### src/include/lcf_map.svh
// register offsets, field positions and reset values of the logic cell output stage
`ifndef LCF_MAP_SVH
`define LCF_MAP_SVH
`define LCF_CTRL_OFF 4'h0
`define LCF_POL_OFF 4'h4
`define LCF_MIRROR_OFF 4'h8
`define LCF_FLAG_OFF 4'hc
`define LCF_CTRL_RST 8'h00
`define LCF_EN_BIT 7
`define LCF_OUT_BIT 5
`define LCF_RISE_BIT 4
`define LCF_FALL_BIT 3
`define LCF_MODE_LSB 0
`define LCF_OINV_BIT 7
`define LCF_CTRL_WMASK 8'h9f
`define LCF_POL_WMASK 8'h8f
`endif

### src/include/lcf_pkg.sv
// types shared by the logic cell output stage
package lcf_pkg;
   typedef enum logic [2:0] {
      LCF_AND_OR, LCF_OR_XOR, LCF_AND4, LCF_SR_LATCH,
      LCF_DFF_SR, LCF_DFF2_R, LCF_JK_R, LCF_DLATCH_SR
   } lcf_mode_t;

   typedef struct packed {
      logic [7:0] ctrl;
      logic [7:0] pol;
      logic store;
      logic out_prev;
      logic ck_prev;
      logic flag;
      logic [31:0] rdata;
      logic ack;
      logic [3:0] gate_s1;
      logic [3:0] gate_s2;
   } lcf_state_t;

   typedef struct packed {
      logic cyc;
      logic stb;
      logic we;
      logic [3:0] adr;
      logic [3:0] sel;
      logic [31:0] dat;
   } lcf_wb_req_t;
endpackage

### src/logic/lcf_cell.sv
// function stage, output inversion, edge flag and register slave of one logic cell
`timescale 1ns/1ps
`include "lcf_map.svh"

//////////////////////////////////////////////////////////////////////////////
// Summary of operation
// - modes 000 and-or, 001 or-xor, 010 four-input and of gates
// - modes 011 to 111 give latch, flip-flop and j-k storage functions
// - each function takes the four gate outputs and makes one output
// - function result passes inversion, then drives pin, peripherals, feedback
// - output invert bit set inverts function result, clear passes it
// - toggling output invert is an output change and may set the flag
// - rise and fall detectors on final output set flag when enabled
// - control bit 4 enables rising edges to set the flag
// - control bit 3 enables falling edges to set the flag
// - software clears flag; an edge in the clear cycle keeps it set
// - mirror register shows all cell outputs sampled in one instant
// - reset clears control register; polarity settings are kept
// - cell keeps working while the processor sleeps
// - fast oscillator kept running while enabled cell selects it
// - control bit 7 enables the cell; clear forces output to zero
// - control bit 5 reads the final output, writes ignored
// - control bit 6 reads zero and ignores writes
// - polarity bits 3..0 invert each gate output before the function
// - each gate is an and of its enabled true or negated inputs
module lcf_cell
   import lcf_pkg::*;
#(
   parameter int NUM_CELLS = 4,
   parameter int CELL_INDEX = 0
) (
   input wire logic clk_i,
   input wire logic rst_i,
   input wire logic [3:0] gate_raw_i,
   input wire logic fosc_selected_i,
   input wire logic [NUM_CELLS-1:0] other_out_i,
   input wire logic cyc_i,
   input wire logic stb_i,
   input wire logic we_i,
   input wire logic [3:0] adr_i,
   input wire logic [3:0] sel_i,
   input wire logic [31:0] dat_i,
   output logic [31:0] dat_o,
   output logic ack_o,
   output logic cell_output_signal_o,
   output logic cell_irq_flag_o,
   output logic fosc_keep_o
);

   initial begin
      if (NUM_CELLS < 1 || NUM_CELLS > 8 || CELL_INDEX >= NUM_CELLS) begin
         $error("lcf_cell: cell count or index out of range");
      end
   end

   lcf_state_t s_r;
   lcf_state_t s_nxt;
   lcf_wb_req_t req;
   logic [3:0] g;
   logic cell_en;
   logic [2:0] mode;
   logic func_out;
   logic final_out;
   logic rise;
   logic fall;
   logic set_flag;
   logic wr;
   logic rd;
   logic [NUM_CELLS-1:0] mirror;

   assign req = '{cyc: cyc_i, stb: stb_i, we: we_i, adr: adr_i, sel: sel_i, dat: dat_i};
   assign wr = req.cyc && req.stb && req.we && !s_r.ack;
   assign rd = req.cyc && req.stb && !req.we && !s_r.ack;
   assign cell_en = s_r.ctrl[`LCF_EN_BIT];
   assign mode = s_r.ctrl[`LCF_MODE_LSB +: 3];

   ////////////////////////////////////////////////////////////////////////////
   // gate inputs come from another domain, so two flops first; gate logic is upstream
   genvar gi;
   generate
      for (gi = 0; gi < 4; gi++) begin : g_pol
         assign g[gi] = s_r.gate_s2[gi] ^ s_r.pol[gi];
      end
   endgenerate

   ////////////////////////////////////////////////////////////////////////////
   // function stage; storage modes are modelled synchronously on clk_i
   logic store_nxt;
   always_comb begin
      func_out = 1'b0;
      store_nxt = s_r.store;
      case (lcf_mode_t'(mode))
         LCF_AND_OR: func_out = (g[0] & g[1]) | (g[2] & g[3]);
         LCF_OR_XOR: func_out = (g[0] | g[1]) ^ (g[2] | g[3]);
         LCF_AND4: func_out = &g;
         LCF_SR_LATCH: begin
            if (g[2] | g[3]) begin
               store_nxt = 1'b0;
            end else if (g[0] | g[1]) begin
               store_nxt = 1'b1;
            end
            func_out = s_r.store;
         end
         LCF_DFF_SR: begin
            if (g[2]) begin
               store_nxt = 1'b0;
            end else if (g[3]) begin
               store_nxt = 1'b1;
            end else if (g[0] && !s_r.ck_prev) begin
               store_nxt = g[1];
            end
            func_out = s_r.store;
         end
         LCF_DFF2_R: begin
            if (g[2]) begin
               store_nxt = 1'b0;
            end else if (g[0] && !s_r.ck_prev) begin
               store_nxt = g[1] & g[3];
            end
            func_out = s_r.store;
         end
         LCF_JK_R: begin
            if (g[2]) begin
               store_nxt = 1'b0;
            end else if (g[0] && !s_r.ck_prev) begin
               case ({g[1], g[3]})
                  2'b10: store_nxt = 1'b1;
                  2'b01: store_nxt = 1'b0;
                  2'b11: store_nxt = !s_r.store;
                  default: store_nxt = s_r.store;
               endcase
            end
            func_out = s_r.store;
         end
         LCF_DLATCH_SR: begin
            if (g[2]) begin
               store_nxt = 1'b0;
            end else if (g[3]) begin
               store_nxt = 1'b1;
            end else if (!g[0]) begin
               store_nxt = g[1];
            end
            func_out = store_nxt;
         end
         default: func_out = 1'b0;
      endcase
   end

   // disabled cell outputs zero after the inversion stage
   assign final_out = cell_en & (func_out ^ s_r.pol[`LCF_OINV_BIT]);
   assign rise = final_out && !s_r.out_prev;
   assign fall = !final_out && s_r.out_prev;
   assign set_flag = (rise && s_r.ctrl[`LCF_RISE_BIT]) || (fall && s_r.ctrl[`LCF_FALL_BIT]);

   always_comb begin
      mirror = other_out_i;
      mirror[CELL_INDEX] = final_out;
   end

   ////////////////////////////////////////////////////////////////////////////
   // next state and register slave
   always_comb begin
      s_nxt = s_r;
      s_nxt.gate_s1 = gate_raw_i;
      s_nxt.gate_s2 = s_r.gate_s1;
      s_nxt.store = cell_en ? store_nxt : 1'b0;
      s_nxt.ck_prev = g[0];
      s_nxt.out_prev = final_out;
      s_nxt.ack = req.cyc && req.stb && !s_r.ack;
      if (wr && req.sel[0]) begin
         case (req.adr)
            `LCF_CTRL_OFF: s_nxt.ctrl = req.dat[7:0] & `LCF_CTRL_WMASK;
            `LCF_POL_OFF: s_nxt.pol = req.dat[7:0] & `LCF_POL_WMASK;
            `LCF_FLAG_OFF: if (req.dat[0]) s_nxt.flag = 1'b0;
            default: s_nxt.ctrl = s_r.ctrl;
         endcase
      end
      if (set_flag) begin
         s_nxt.flag = 1'b1;
      end
      if (rd) begin
         case (req.adr)
            `LCF_CTRL_OFF: s_nxt.rdata = {24'h000000, s_r.ctrl[7:6],
                                          final_out, s_r.ctrl[4:0]};
            `LCF_POL_OFF: s_nxt.rdata = {24'h000000, s_r.pol};
            `LCF_MIRROR_OFF: s_nxt.rdata = 32'(mirror);
            `LCF_FLAG_OFF: s_nxt.rdata = {31'h00000000, s_r.flag};
            default: s_nxt.rdata = 32'h00000000;
         endcase
      end
   end

   always_ff @(posedge clk_i) begin
      if (rst_i) begin
         s_r.ctrl <= `LCF_CTRL_RST;
         s_r.store <= 1'b0;
         s_r.out_prev <= 1'b0;
         s_r.ck_prev <= 1'b0;
         s_r.flag <= 1'b0;
         s_r.rdata <= 32'h00000000;
         s_r.ack <= 1'b0;
         s_r.gate_s1 <= 4'h0;
         s_r.gate_s2 <= 4'h0;
         s_r.pol <= s_nxt.pol;
      end else begin
         s_r <= s_nxt;
      end
   end

   assign dat_o = s_r.rdata;
   assign ack_o = s_r.ack;
   assign cell_output_signal_o = final_out;
   assign cell_irq_flag_o = s_r.flag;
   assign fosc_keep_o = cell_en && fosc_selected_i;

   // storage checks read the decoded mode so each names the function it guards
   lcf_mode_t fmode;
   assign fmode = lcf_mode_t'(mode);
endmodule // lcf_cell

### config.mk
export PLATFORM = sky130hd
export DESIGN_NAME = lcf_cell
export DESIGN_NICKNAME = d
export VERILOG_FILES = /design/src/include/lcf_pkg.sv /design/src/logic/lcf_cell.sv
export VERILOG_INCLUDE_DIRS = /design/src /design/src/include
export SDC_FILE = /design/constraint.sdc
export NUM_CORES = 1
export LEC_CHECK = 0
export BUFFER_PORTS_ARGS = -buffer_cell sky130_fd_sc_hd__buf_2
export CORE_ASPECT_RATIO = 0.5
export CORE_MARGIN = 2
export CORE_UTILIZATION = 25
export DETAILED_ROUTE_END_ITERATION = 8
export SLEW_MARGIN = 15
export SYNTH_ARGS = -nofsm -noshare
export SYNTH_HDL_FRONTEND = slang
export SYNTH_SLANG_ARGS = --single-unit
### constraint.sdc
create_clock -name clk_i -period 3.45 [get_ports clk_i]
set_input_delay 0.5175 -clock clk_i [delete_from_list [all_inputs] [get_ports clk_i]]
set_output_delay 0.5175 -clock clk_i [all_outputs]
set_load 0.02 [all_outputs]
**Word level (Yosys, flattened, before mapping)**

Cells that the tools add are included.

- Input bits: 54
- Output and inout port bits: 36
- Logic and storage cells: 97
- Register bits: 59

- Bitwise logic cells: 14
- Reductions and logical operators: 32
- Eq/ne operators: 18
- Mux-type cells: 23

Operator list:

| kind | count |
|---|---|
| one-hot mux 8 bit (4 select lines) | 1 |
| 2-to-1 mux 1 bit | 16 |
| 2-to-1 mux 16 bit | 1 |
| 2-to-1 mux 8 bit | 2 |
| logical AND 1 bit | 13 |
| equality test 3 bit, second input constant | 4 |
| one-hot mux 1 bit (5 select lines) | 2 |
| inequality test 3 bit, second input constant | 3 |
| equality test 4 bit, second input constant | 2 |
| equality test 3 x 2 -> 1 bit, second input constant | 2 |
| zero test 1 bit | 6 |
| AND reduction 6 bit | 1 |
| nonzero test 2 bit | 3 |
| XOR 1 bit | 6 |
| inequality test 5 bit, second input constant | 1 |
| nonzero test 5 bit | 1 |
| bitwise AND 1 bit | 4 |
| equality test 2 bit, second input constant | 2 |
| equality test 4 x 3 -> 1 bit, second input constant | 1 |
| zero test 4 bit | 1 |
| inequality test 4 bit, second input constant | 1 |
| AND reduction 4 bit | 1 |
| OR reduction 4 bit | 1 |
| equality test 3 x 1 -> 1 bit, second input constant | 1 |
| other kinds (9) | 11 |

**Longest topological paths before layout**

- Word-level depth: 13
- Gate-level depth with buffers: 10
- Depth with buffers taken out: 10

**Worst setup path before layout**

Ideal clock, no wire load.

- Path kind: register -> output
- From: register s_r[48] (netlist bit)
- To: output cell_output_signal_o
- Required time: 2.932 ns
- Cell stages (with the launch flop): 10
- Buffers on the path: 0
- Slack: 0.435 ns
- Arrival: 2.498 ns
- Path through: edfxtp_1 -> xnor2_2 -> inv_2 -> nor2_1 -> ha_1 -> or4b_1 -> o211a_2 -> and3_1 -> a311o_1 -> or2_4

- Cells in the longest elaborated chain, start to end: 6
- Elaborated cells on any way between the ends: 11
- Those cells by class: mux (3); bitwise (7); reduce/logical (1)

Ends and longest elaborated chain:

| element | line | RTL |
|---|---|---|
| start, declared | lcf_cell.sv:56 | `lcf_state_t s_r;` |
| start signal, assigned | lcf_cell.sv:206 | `s_r <= s_nxt;` |
| XOR 1 bit * | lcf_cell.sv:82 | `assign g[gi] = s_r.gate_s2[gi] ^ s_r.pol[gi];` |
| 2-to-1 mux 1 bit (tied with other cells) | lcf_cell.sv:138 | `end else if (g[3]) begin` |
| 2-to-1 mux 1 bit (tied with other cells) | lcf_cell.sv:136 | `if (g[2]) begin` |
| one-hot mux 1 bit (5 select lines) * | lcf_cell.sv:92 | `case (lcf_mode_t'(mode))` |
| XOR 1 bit * | lcf_cell.sv:150 | `` assign final_out = cell_en & (func_out ^ s_r.pol[`LCF_OINV_BIT]); `` |
| bitwise AND 1 bit * | lcf_cell.sv:150 |  |
| end, declared | lcf_cell.sv:45 | `output logic cell_output_signal_o,` |

Every way passes the cells marked *; elsewhere a longest branch is shown, timed or not.

**Worst setup path in the final report**

- From: register s_r[45] (netlist bit)
- To: output cell_output_signal_o

- Cells in the longest elaborated chain, start to end: 7
- Elaborated cells on any way between the ends: 12
- Those cells by class: mux (4); bitwise (7); reduce/logical (1)

Ends and longest elaborated chain:

| element | line | RTL |
|---|---|---|
| XOR 1 bit * | lcf_cell.sv:82 |  |
| 2-to-1 mux 1 bit | lcf_cell.sv:140 | `end else if (!g[0]) begin` |
| 2-to-1 mux 1 bit | lcf_cell.sv:138 |  |
| 2-to-1 mux 1 bit | lcf_cell.sv:136 |  |
| one-hot mux 1 bit (5 select lines) * | lcf_cell.sv:92 |  |
| XOR 1 bit * | lcf_cell.sv:150 |  |
| bitwise AND 1 bit * | lcf_cell.sv:150 |  |

Marked as above.

==> run metrics <==
Synth cell types 53; CTS tree built; syn_area_per_cell 9.014 um2; CP Data Arrival Time 2950 ps; multiplexer share of the synthesized area 0.06768; final setup vio count 1; die span in x 124.4 um; delay-heaviest family, CP simple AND/OR/NAND/NOR gates; Tot GR Track Use 0.1039; Ant. Diodes 0; Residual DRC 0; first-pass GRT wire length 6624 um; Routed Antenna Nets 0; Routed wire per std cell 12.41 um; Peak VDD IR 214.3 uV; post-synthesis adder-cell area fraction 0.01381; via count 1,483; CP peak stage delay 480 ps; Power per Cell Area 434.2 mW/mm2; CP bufs+invs 1; die area 0.007985 mm2; H-tree levels 2; final setup margin -19.31 ps; Clock Sink Count 31; initial antenna violation count 0; Layout Cell Area excl Fill 0.002201 mm2; grt total ovfl 0; P_leak 0.0009311 uW; Core ar. 0.006858 mm2; initial core utilization 0.2642; layout cells sized above 1 0.2809; Final Max Tran Viols 0; Iter 0 DRT Violations 81; Post-Synthesis Cells 201; CP required 2930 ps; crit path max-delay cell type or4b_4; Fillers 712; Tcrit/Tclk final 1.006; Num CTS Buffers 5; Seq/Total Area, Yosys 0.3702; Max clock buf depth 2; setup TNS -19.31 ps; yosys warns 0; vias in the first global route 1,450; final hold violations 0; largest family of logic cells by synthesized area simple AND/OR/NAND/NOR gates; number of detailed-route iterations in the first pass 4; Compound-Gate Fraction of Synth Area 0.1305; clk slew on worst S/H paths 50 ps; global placer's final weighted congestion 0.8493; routed wire length 4059 um; number of synthesized flops with an enable pin 5; Via density 4.535; Crit Path Max Fanout 3; ys flop type dfxtp_1; Final Total Pwr 955.5 uW; Max Fclk 288.2 MHz; status complete, but fails checks; startpoint types register; Placement Cell Area 0.001926 mm2; critical path class register to output port; Layout area overhead 21.48%; dpl ws 176.1 ps; post-synthesis xor/xnor area fraction 0.03660; Tightest Hold Check Type register to register; Yosys reg bits 31; clock skew 3.660 ps; die span in y 64.20 um; final critical-path required period 3469 ps; cells along the critical path xnor2_4 > and2_1 > ha_4 > or4b_4 > o211a_4 > and3_4 > a311o_1 > or2_4 > buf_6; failing checks setup timing; Worst Setup End Kind output port; Rows 21; Max-cap violations 0; clk_lat worst skew 280 ps; RSZ-0062 raised after global routing yes; Nets 290; simple-gate share of the synthesized area 0.2120; root buf cell clkbuf_16; synthesized area 0.001812 mm2; HPWL Detailed 3004 um; IO buf count 34; largest net degree at the start of global routing 27; Ports 90; async set-reset flop share out of synthesis 0
## layout by cell type, fill, tap and decap left out, drive strengths merged, types with 10 or more instances in the layout
cell type	instances
nor2	20
buf	43
nor2b	10
nand2	13
dfxtp	26
conb	25
mux2i	10
## power by group
group | total (uW) | internal [uW] | switching, uW
logic | 86.7 | 27.9 | 58.8
registers | 377 | 374 | 3.27
clock network | 492 | 340 | 152
total | 956 | 741 | 215
## per-layer routing
layer | vias up | share of wire | GRT usage
met1 | 697 | 0.42 | 0.1068
met3 | 8 | 0.053 | 0.03266
li1 | 719 | - | -
met4 | 0 | 0.023 | 0.06180
met2 | 59 | 0.51 | 0.1892
met5 | - | 0 | 0
## cell type report
| type | count | area (um2) | area share |
|---|---|---|---|
| Timing Repair Buffer | 43 | 244.0 | 0.1109 |
| Multi-Input combinational cell | 148 | 983.4 | 0.4468 |
| Clock buffer | 5 | 125.1 | 0.05685 |
| Clock inverter | 3 | 43.79 | 0.01990 |
| Tap cell | 92 | 115.1 | 0.05230 |
| Sequential cell | 31 | 670.6 | 0.3047 |
| Inverter | 5 | 18.77 | 0.008528 |
## sequential cells by signal, summed over array words and instances (netlist names)
signal and cells:
ack_o 1, fmode 3, cell_irq_flag_o 1, s_nxt 4, cell_en 1, s_r 14
dat_o 7
## logic make-up (layout without fill, tap and decap cells)
kind of cell | after synthesis | count (layout)
compound gates | 31 | 31
xor+xnor | 5 | 5
fa+ha+maj | 2 | 2
buf+inv | 46 | 56
flops | 31 | 31
mux | 12 | 12
other cells | 1 | 25
simple gates | 73 | 73
## what timing repair did
item | 4_1_cts | 5_1_grt
pin swaps | 2 | 4
gates resized for setup | 2 | 8
endpoints found under the setup margin | 1 | 1
setup buffers | 3 | 3
hold buffers | 0 | 0
## final timing paths
path / from / to / slack (ps) / depth (start not counted)
worst max-delay path: s_r[45]$_DFFE_PP_ / cell_output_signal_o / -20 / 9
worst min-delay path: s_nxt[2]$_SDFF_PP0_ / s_r[2]$_SDFF_PP0_ / 430 / 1
worst max register to register: s_r[45]$_DFFE_PP_ / cell_irq_flag_o$_SDFFE_PP0P_ / 490 / 10
worst min register to register: s_nxt[2]$_SDFF_PP0_ / s_r[2]$_SDFF_PP0_ / 430 / 1
## metrics by stage
step / cells / util / hold slack, ps
after detailed placement: 313 / 0.2808 / 423.3
final: 327 / 0.3209 / 433.9
after CTS: 324 / 0.3114 / 435.8
after global placement: 313 / 0.2808 / 422.1
after global routing: 327 / 0.3209 / 434.7
after floorplan: 225 / - / 413.8
## worst register-to-register path, cell delays in order, from the launching register on
cell and delay [ps]:
edfxtp_1 470, xnor2_4 210, and2_1 210, ha_4 220, or4b_4 480, o211a_4 170
and3_4 170, a311o_1 350, or2_4 280, buf_4 140, a311oi_2 190
## synthesized netlist by cell type, types with 2 or more instances
cell | instances | area [um2]
nor2b_1 | 10 | 62.56
mux2i_1 | 10 | 100.1
o21ai_1 | 3 | 15.01
nor4_1 | 3 | 18.77
and3_1 | 2 | 12.51
nor2_1 | 20 | 75.07
mux2_2 | 2 | 22.52
dfxtp_1 | 26 | 520.5
or4_1 | 3 | 22.52
ha_1 | 2 | 25.02
or3_1 | 2 | 12.51
nand2_1 | 13 | 48.80
xnor2_2 | 3 | 48.80
o221ai_1 | 2 | 17.52
o21ai_0 | 2 | 10.01
a21oi_1 | 5 | 25.02
edfxtp_1 | 5 | 150.1
and2_1 | 3 | 18.77
buf_2 | 2 | 10.01
clkbuf_1 | 6 | 22.52
a22oi_1 | 3 | 22.52
buf_4 | 32 | 240.2
nand4_1 | 2 | 12.51
o41ai_1 | 2 | 17.52
inv_1 | 4 | 15.01
o2111ai_1 | 2 | 17.52
nor3_1 | 4 | 20.02
nand3_1 | 3 | 15.01
Power figures use the tool's default switching activity.
